==> config.mk <==
export PLATFORM = sky130hd
export DESIGN_NAME = pcc_clock_ctrl
export DESIGN_NICKNAME = d
export VERILOG_FILES = /design/src/common/pcc_pkg.sv /design/src/hw/pcc_clock_divider.sv /design/src/hw/pcc_clock_ctrl.sv
export VERILOG_INCLUDE_DIRS = /design/src /design/src/common
export SDC_FILE = /design/constraint.sdc
export NUM_CORES = 1
export LEC_CHECK = 0
export BUFFER_PORTS_ARGS = -buffer_cell sky130_fd_sc_hd__buf_4
export CORE_ASPECT_RATIO = 0.75
export CORE_MARGIN = 2
export CORE_UTILIZATION = 40
export CTS_CLUSTER_DIAMETER = 60
export DETAILED_ROUTE_END_ITERATION = 12
export PLACE_DENSITY_LB_ADDON = 0.08
export SLEW_MARGIN = 20
export SYNTH_ARGS = -nofsm -noshare
export SYNTH_HDL_FRONTEND = slang
export SYNTH_SLANG_ARGS = --single-unit
export TNS_END_PERCENT = 20
==> constraint.sdc <==
create_clock -name clk -period 1.94 [get_ports clk]
set_input_delay 0.194 -clock clk [delete_from_list [all_inputs] [get_ports clk]]
set_output_delay 0.194 -clock clk [all_outputs]
set_load 0.005 [all_outputs]
==> src/common/pcc_defines.svh <==
// constants for the strap-configured clock mode controller
// Contract
// - provide a multiplier controller, dividers /2 /4 /6 /8 and a reset controller
// - source clock comes from the reference input; mode from the two sampled select pins
// - CPU clock is either the multiplied clock or the bypassed reference clock
// - 00 bypass, 01 times six, 10 times twelve, 11 reserved; board straps valid codes
// - undriven select pins are pulled low, so the default is bypass
// - multiply modes wait the worst-case lock interval; bypass needs no wait
`ifndef PCC_DEFINES_SVH
`define PCC_DEFINES_SVH

// ------------------------------------------------------------
// timing
// ------------------------------------------------------------
`define PCC_CLK_PERIOD_NS   50
`define PCC_LOCK_TYP_NS     75000
// worst case is typical plus 150 percent
`define PCC_LOCK_WORST_PCT  250
// least time, so round up to whole cycles
`define PCC_LOCK_CYCLES     ((`PCC_LOCK_TYP_NS * `PCC_LOCK_WORST_PCT + 100 * `PCC_CLK_PERIOD_NS - 1) / (100 * `PCC_CLK_PERIOD_NS))

// ------------------------------------------------------------
// strap synchroniser and multiply factors
// ------------------------------------------------------------
`define PCC_SYNC_STAGES     2'h3
`define PCC_MULT_X1         4'h1
`define PCC_MULT_X6         4'h6
`define PCC_MULT_X12        4'hC

// ------------------------------------------------------------
// divide ratios of the derived clocks
// ------------------------------------------------------------
`define PCC_DIV_HALF        2
`define PCC_DIV_QUARTER     4
`define PCC_DIV_SIXTH       6
`define PCC_DIV_EIGHTH      8
`define PCC_NUM_DIVIDERS    4

`endif

==> src/common/pcc_pkg.sv <==
// types shared by the clock mode controller
package pcc_pkg;

   // ------------------------------------------------------------
   // strap pin pair
   // ------------------------------------------------------------
   typedef struct packed {
      logic hi;
      logic lo;
   } pcc_strap_s;

   // ------------------------------------------------------------
   // ratio encodings and controller states
   // ------------------------------------------------------------
   typedef enum logic [1:0] {
      PCC_RATIO_BYPASS = 2'b00,
      PCC_RATIO_X6     = 2'b01,
      PCC_RATIO_X12    = 2'b10,
      PCC_RATIO_RSVD   = 2'b11
   } pcc_ratio_e;

   typedef enum logic [1:0] {
      PCC_ST_SAMPLE = 2'b00,
      PCC_ST_LOCK   = 2'b01,
      PCC_ST_RUN    = 2'b10
   } pcc_state_e;

endpackage

==> src/hw/pcc_clock_divider.sv <==
// even divide-by-N clock generator with a run gate
`timescale 1ns/1ps
module pcc_clock_divider
   import pcc_pkg::*;
#(
   parameter int DIV = 2
) (
   input  wire logic clk,
   input  wire logic arst_n,
   input  wire logic run,
   output logic      clk_out
);

   localparam int HALF = DIV / 2;
   localparam int CW   = (HALF > 1) ? $clog2(HALF) : 1;

   logic [CW-1:0] cnt;

   // ------------------------------------------------------------
   // half-period counter
   // ------------------------------------------------------------
   // held at zero while stopped so every start is phase aligned
   always_ff @(posedge clk or negedge arst_n) begin
      if (!arst_n) begin
         cnt     <= '0;
         clk_out <= 1'b0;
      end else if (!run) begin
         cnt     <= '0;
         clk_out <= 1'b0;
      end else if (cnt == CW'(HALF - 1)) begin
         cnt     <= '0;
         clk_out <= ~clk_out;
      end else begin
         cnt     <= cnt + 1'b1;
      end
   end

   // ------------------------------------------------------------
   // checks
   // ------------------------------------------------------------
   property p_half_period;
      @(posedge clk) disable iff (!arst_n)
      $changed(clk_out) && $past(run) |-> $past(cnt) == CW'(HALF - 1);
   endproperty
   a_half_period: assert property (p_half_period) else $error("divider edge off its half period");

   property p_stopped_low;
      @(posedge clk) disable iff (!arst_n)
      !run |=> !clk_out;
   endproperty
   a_stopped_low: assert property (p_stopped_low) else $error("divider output high while stopped");

endmodule

==> src/hw/pcc_clock_ctrl.sv <==
// strap-configured clock mode controller with lock wait, reset release and dividers
`timescale 1ns/1ps
`include "pcc_defines.svh"
module pcc_clock_ctrl
   import pcc_pkg::*;
#(
   parameter int LOCK_CYCLES = `PCC_LOCK_CYCLES
) (
   input  wire logic       clk,
   input  wire logic       arst_n,
   input  wire pcc_strap_s pll_ratio_select,
   input  wire pcc_strap_s pll_ratio_select_driven,
   output pcc_ratio_e      pll_ratio,
   output logic [3:0]      pll_mult_factor,
   output logic            pll_enable,
   output logic            pll_bypass,
   output logic            strap_reserved,
   output logic            cpu_clock_valid,
   output logic            core_reset_n,
   output logic            half_rate_clock_out,
   output logic            quarter_rate_clock_out,
   output logic            sixth_rate_clock_out,
   output logic            eighth_rate_clock_out
);

   localparam int LW = $clog2(LOCK_CYCLES + 1);

   // ------------------------------------------------------------
   // decode helpers
   // ------------------------------------------------------------
   function automatic pcc_ratio_e decode_ratio(input pcc_strap_s s);
      decode_ratio = pcc_ratio_e'({s.hi, s.lo});
   endfunction

   function automatic logic [3:0] mult_of(input pcc_ratio_e r);
      case (r)
         PCC_RATIO_X6:  mult_of = `PCC_MULT_X6;
         PCC_RATIO_X12: mult_of = `PCC_MULT_X12;
         default:       mult_of = `PCC_MULT_X1;
      endcase
   endfunction

   function automatic logic is_multiply(input pcc_ratio_e r);
      is_multiply = (r == PCC_RATIO_X6) || (r == PCC_RATIO_X12);
   endfunction

   // ------------------------------------------------------------
   // pad level and strap synchroniser
   // ------------------------------------------------------------
   pcc_strap_s pad_level;
   pcc_strap_s sync1;
   pcc_strap_s sync2;
   pcc_strap_s sync3;
   logic [1:0] fill_cnt;
   logic       strap_stable;

   // undriven pins read low through the pull-downs
   assign pad_level = pll_ratio_select & pll_ratio_select_driven;

   // straps are asynchronous to clk, so three stages
   always_ff @(posedge clk or negedge arst_n) begin
      if (!arst_n) begin
         sync1 <= '0;
         sync2 <= '0;
         sync3 <= '0;
      end else begin
         sync1 <= pad_level;
         sync2 <= sync1;
         sync3 <= sync2;
      end
   end

   // pipeline must be full of real samples before latching
   always_ff @(posedge clk or negedge arst_n) begin
      if (!arst_n) begin
         fill_cnt <= 2'h0;
      end else if (fill_cnt != `PCC_SYNC_STAGES) begin
         fill_cnt <= fill_cnt + 2'h1;
      end
   end

   assign strap_stable = (fill_cnt == `PCC_SYNC_STAGES) && (sync2 == sync3);

   // ------------------------------------------------------------
   // mode state machine
   // ------------------------------------------------------------
   pcc_state_e state;
   pcc_state_e next_state;
   pcc_ratio_e strap_ratio;
   logic [LW-1:0] lock_cnt;

   assign strap_ratio = decode_ratio(sync3);

   always_comb begin
      next_state = state;
      case (state)
         PCC_ST_SAMPLE: begin
            if (strap_stable) begin
               // bypass and reserved run at once, no lock wait
               next_state = is_multiply(strap_ratio) ? PCC_ST_LOCK : PCC_ST_RUN;
            end
         end
         PCC_ST_LOCK: begin
            if (lock_cnt == LW'(LOCK_CYCLES - 1)) begin
               next_state = PCC_ST_RUN;
            end
         end
         PCC_ST_RUN: begin
            next_state = PCC_ST_RUN;
         end
         default: begin
            next_state = PCC_ST_SAMPLE;
         end
      endcase
   end

   always_ff @(posedge clk or negedge arst_n) begin
      if (!arst_n) begin
         state <= PCC_ST_SAMPLE;
      end else begin
         state <= next_state;
      end
   end

   // lock interval counter, worst case not typical
   always_ff @(posedge clk or negedge arst_n) begin
      if (!arst_n) begin
         lock_cnt <= '0;
      end else if (state == PCC_ST_LOCK) begin
         lock_cnt <= lock_cnt + 1'b1;
      end else begin
         lock_cnt <= '0;
      end
   end

   // ------------------------------------------------------------
   // latched mode and multiplier controls
   // ------------------------------------------------------------
   // captured once after reset release; later strap changes are ignored
   always_ff @(posedge clk or negedge arst_n) begin
      if (!arst_n) begin
         pll_ratio       <= PCC_RATIO_BYPASS;
         pll_mult_factor <= `PCC_MULT_X1;
         pll_enable      <= 1'b0;
         pll_bypass      <= 1'b1;
         strap_reserved  <= 1'b0;
      end else if (state == PCC_ST_SAMPLE && strap_stable) begin
         pll_ratio       <= strap_ratio;
         pll_mult_factor <= mult_of(strap_ratio);
         pll_enable      <= is_multiply(strap_ratio);
         pll_bypass      <= !is_multiply(strap_ratio);
         // reserved code falls back to bypass and is flagged
         strap_reserved  <= (strap_ratio == PCC_RATIO_RSVD);
      end
   end

   // ------------------------------------------------------------
   // clock valid and reset controller
   // ------------------------------------------------------------
   // core reset trails clock valid by one cycle so dividers start first
   always_ff @(posedge clk or negedge arst_n) begin
      if (!arst_n) begin
         cpu_clock_valid <= 1'b0;
         core_reset_n    <= 1'b0;
      end else begin
         cpu_clock_valid <= (next_state == PCC_ST_RUN);
         core_reset_n    <= cpu_clock_valid;
      end
   end

   // ------------------------------------------------------------
   // derived clock dividers
   // ------------------------------------------------------------
   localparam int DIVS [`PCC_NUM_DIVIDERS] = '{`PCC_DIV_HALF, `PCC_DIV_QUARTER, `PCC_DIV_SIXTH, `PCC_DIV_EIGHTH};
   logic [`PCC_NUM_DIVIDERS-1:0] div_clk;

   // dividers run only on a usable CPU clock, in every mode
   for (genvar g = 0; g < `PCC_NUM_DIVIDERS; g++) begin : g_div
      pcc_clock_divider #(
         .DIV     (DIVS[g])
      ) u_div (
         .clk     (clk),
         .arst_n  (arst_n),
         .run     (cpu_clock_valid),
         .clk_out (div_clk[g])
      );
   end

   assign half_rate_clock_out    = div_clk[0];
   assign quarter_rate_clock_out = div_clk[1];
   assign sixth_rate_clock_out   = div_clk[2];
   assign eighth_rate_clock_out  = div_clk[3];

   // ------------------------------------------------------------
   // checks
   // ------------------------------------------------------------
   property p_mode_frozen;
      @(posedge clk) disable iff (!arst_n)
      state != PCC_ST_SAMPLE && $past(state) != PCC_ST_SAMPLE |-> $stable(pll_ratio);
   endproperty
   a_mode_frozen: assert property (p_mode_frozen) else $error("latched ratio changed after capture");

   property p_path_select;
      @(posedge clk) disable iff (!arst_n)
      state != PCC_ST_SAMPLE |-> pll_bypass == !is_multiply(pll_ratio) && pll_enable == !pll_bypass;
   endproperty
   a_path_select: assert property (p_path_select) else $error("multiplier path disagrees with ratio");

   property p_factor;
      @(posedge clk) disable iff (!arst_n)
      state == PCC_ST_SAMPLE && strap_stable |=> pll_mult_factor == mult_of($past(strap_ratio))
         && strap_reserved == ($past(strap_ratio) == PCC_RATIO_RSVD);
   endproperty
   a_factor: assert property (p_factor) else $error("wrong multiply factor for strap code");

   property p_pulldown;
      @(posedge clk) disable iff (!arst_n)
      pll_ratio_select_driven == 2'b00 [*4] |-> strap_ratio == PCC_RATIO_BYPASS;
   endproperty
   a_pulldown: assert property (p_pulldown) else $error("undriven straps did not read bypass");

   property p_lock_wait;
      @(posedge clk) disable iff (!arst_n)
      $rose(cpu_clock_valid) && pll_enable |-> $past(lock_cnt) == LW'(LOCK_CYCLES - 1);
   endproperty
   a_lock_wait: assert property (p_lock_wait) else $error("clock valid before lock interval");

   property p_bypass_fast;
      @(posedge clk) disable iff (!arst_n)
      state == PCC_ST_SAMPLE && strap_stable && !is_multiply(strap_ratio) |=> cpu_clock_valid ##1 core_reset_n;
   endproperty
   a_bypass_fast: assert property (p_bypass_fast) else $error("bypass did not go valid at once");

   property p_periph_gated;
      @(posedge clk) disable iff (!arst_n)
      !cpu_clock_valid |=> !quarter_rate_clock_out && !sixth_rate_clock_out;
   endproperty
   a_periph_gated: assert property (p_periph_gated) else $error("peripheral clock ran without CPU clock");

   property p_quarter_first_edge;
      @(posedge clk) disable iff (!arst_n)
      $rose(cpu_clock_valid) |-> !quarter_rate_clock_out ##2 quarter_rate_clock_out ##1 sixth_rate_clock_out;
   endproperty
   a_quarter_first_edge: assert property (p_quarter_first_edge) else $error("divided clocks started late");

endmodule

==> summary.md <==
| Metric | Value |
|---|---|
| Compound-Gate Fraction of Synth Area | `6.82%` |
| Setup TNS | `0 ns` |
| H-tree lvl count | `2` |
| First-pass GRT wire length | `5000 um` |
| Register bit total from synthesis | `40` |
| Capturing element type of the critical path | `flop` |
| Antenna viol nets, final | `0` |
| Worst setup path category | `flop to flop` |
| Grt total ovfl | `0` |
| Initial antenna violation count | `0` |
| Clock Tree Buf Depth | `2` |
| Max Cap Viol | `0` |
| Dpl cell area | `1910 um^2` |
| Design Area, Final | `2020 um^2` |
| DP Wirelength | `2020 um` |
| RSZ-0062 raised after global routing | `false` |
| Final setup viols | `0` |
| Die W | `79.4 um` |
| Critical Path AT | `1.78 ns` |
| Clock Latency Late Sink | `0.29 ns` |
| CP startpoint kind | `flop` |
| Finished Layout Cells | `215` |
| WHS Path Cells | `2` |
| Clk sinks | `40` |
| Main combinational cell family by area after synthesis | `simple AND/OR/NAND/NOR gates` |
| HP Class | `input pin to flop` |
| Period utilization | `81.6%` |
| Hold Worst Slack | `0.110 ns` |
| Vias in the first global route | `1091` |
| Port Buffer Count | `20` |
| CP required | `2.14 ns` |
| Synth cell types | `34` |
| R2R setup slack | `0.36 ns` |
| DR iter-0 viols | `36` |
| Layout area overhead | `18.6%` |
| Post-synthesis adder-cell area fraction | `5.13%` |
| XOR/XNOR Fraction of Synth Area | `4.62%` |
| Relative slew slack | `61.7%` |
| Crit path time final | `1.58 ns` |
| Pwr Density | `1190 nW/um^2` |
| Mapped Avg Cell Area | `12.7 um^2` |
| # DRC | `0` |
| Mux cell area share after synthesis | `4.62%` |
| Rows | `20` |
| DRT Pass-1 Iters | `4` |
| Least-Margin Pin Slew | `0.574 ns` |
| Setup WS pre-CTS | `0.344 ns` |
| Antenna Cells | `0` |
| Pleak | `0.924 nW` |
| Die height | `60.6 um` |
| Syn. warnings | `0` |
| DR WL/cell | `13.5 um` |
| Core Area | `4080 um^2` |
| Full die area | `4810 um^2` |
| CTS tree | `done` |
| Status | `completed` |
| Synth Area in Simple Gates | `17.7%` |
| Sequential fraction of the synthesis area | `58.7%` |
| Pin count of the biggest net entering global routing | `41` |
| Final Hold Vio Count | `0` |
| TritonCTS Buffers | `5` |
| I/O Pins | `21` |
| Synthesized area | `1710 um^2` |
| Placer Congestion | `0.757` |
| Layout cell share with drive strength beyond 1 | `22.5%` |
| Reg2reg path depth | `4` |
| CP Max Fanout | `7` |
| Final Max Slew Viols | `0` |
| Fillers | `377` |
| GRT Overall Usage | `14.2%` |
| Mapped Nets | `147` |
| Clock transition at the registers of the reported paths | `0.07 ns` |
| Worst vdd ir | `0.000600 V` |
| Power Total | `2.41 mW` |
| Routed WL | `2900 um` |
| Final #Nets | `172` |
| Via count | `1080` |
| Starting Density | `41.8%` |
| Final core occ | `49.6%` |
| Synth Instances | `134` |
| Placed Cells | `206` |
| Vias per cell | `5.02` |
| Final clock skew | `0.00767 ns` |
| Fmax | `632 MHz` |
| CTS Root Cell | `clkbuf_8` |
| Final setup margin | `0.358 ns` |
==> layer usage <==
| metal | routed length, um | share of wire [%] | global-route usage, % |
|---|---|---|---|
| met2 | 1360 | 47 | 23.6 |
| met4 | 48 | 1.7 | 7.39 |
| met5 | 0 | 0 | 0 |
| met1 | 1370 | 47 | 16.8 |
| met3 | 119 | 4.1 | 4.46 |
==> cells in the mapped netlist, drive strengths merged <==
library cell | number | share of area (%)
a21boi | 1 | 0.44
a21oi | 7 | 2.1
and2 | 6 | 2.2
and3b | 1 | 0.51
and4 | 1 | 0.51
and4bb | 1 | 0.73
buf | 2 | 0.88
clkbuf | 1 | 0.22
dfrtp | 39 | 57
dfstp | 1 | 1.5
ha | 7 | 5.1
inv | 6 | 1.3
mux2 | 7 | 4.6
nand2 | 2 | 0.44
nand2b | 3 | 1.1
nand3 | 6 | 2.3
nand3b | 1 | 0.44
nand4 | 3 | 2.3
nor2 | 5 | 1.1
nor2b | 3 | 1.1
nor3b | 4 | 2.1
o21ai | 5 | 1.5
o221ai | 2 | 1.0
o2bb2ai | 1 | 0.51
o31ai | 3 | 1.3
or3 | 4 | 1.5
or4 | 3 | 1.3
xnor2 | 6 | 3.1
xor2 | 3 | 1.5
==> cells in the final DEF, fill, tap and decap left out, drive strengths merged, types with 2 or more instances in the layout <==
cell type,instances
nand3,6
nand2b,3
nand2,2
nor2,5
inv,6
dfrtp,39
a21oi,7
ha,7
or4,3
clkbuf,6
nor3b,4
nor2b,3
and2,6
o21ai,5
o31ai,3
nand4,3
buf,20
xnor2,6
or3,4
xor2,3
mux2,7
o221ai,2
==> state kept, by name, indices dropped and copies added (netlist names) <==
| signal | flops |
|---|---|
| sync1 | 2 |
| lock_cnt | 12 |
| cpu_clock_valid | 1 |
| g_div.u_div.cnt | 5 |
| pll_mult_factor | 4 |
| g_div.u_div.clk_out | 4 |
| strap_ratio | 2 |
| state | 2 |
| sync2 | 2 |
| pll_ratio | 2 |
| core_reset_n | 1 |
| strap_reserved | 1 |
| fill_cnt | 2 |
==> cell type report <==
type	instances	area, um^2	share of cell area, %
Clock buffer	6	72.6	3.58
Clock inverter	2	35.0	1.73
Inverter	6	22.5	1.11
Sequential cell	40	1000	49.5
Multi-Input combinational cell	85	663	32.8
Timing Repair Buffer	21	160	7.91
Tap cell	55	68.8	3.40
==> repair_timing <==
action / in CTS / in global routing
buffers inserted: 0 / 0
resized for setup: 0 / 0
hold buffers: 1 / 0
endpoints found under the hold margin: 39 / 0
setup endpoints to repair: 0 / 0
==> critical path: stages, from the launching register on <==
cell	delay (ns)
dfrtp_1	0.43
ha_1	0.23
nand3_2	0.15
or4_1	0.53
a21oi_1	0.15
==> cells by family (layout without fill, tap and decap cells) <==
kind of cell | count (synthesis) | after routing
compound gates | 19 | 19
fa+ha+maj | 7 | 7
xor+xnor | 9 | 9
simple gates | 43 | 43
mux | 7 | 7
flops | 40 | 40
buf+inv | 9 | 35
==> path summary, 6_finish.rpt <==
kind | start | to
worst max-delay path | lock_cnt[0]$_DFF_PN0_ | lock_cnt[10]$_DFF_PN0_
worst min-delay path | pll_ratio_select_driven[0] | sync1[0]$_DFF_PN0_
worst max register to register | lock_cnt[0]$_DFF_PN0_ | lock_cnt[10]$_DFF_PN0_
worst min register to register | sync1[1]$_DFF_PN0_ | sync2[1]$_DFF_PN0_
max in group asynchronous | arst_n | pll_mult_factor[0]$_DFFE_PN1P_
min in group asynchronous | arst_n | lock_cnt[9]$_DFF_PN0_
==> power breakdown <==
part           switching [mW]  internal (mW)  total (mW)
Clock                   0.282          0.382       0.663
Sequential              0.147           1.03        1.18
Combinational           0.229          0.342       0.571
Total                   0.658           1.75        2.41
Power figures use the tool's default switching activity.
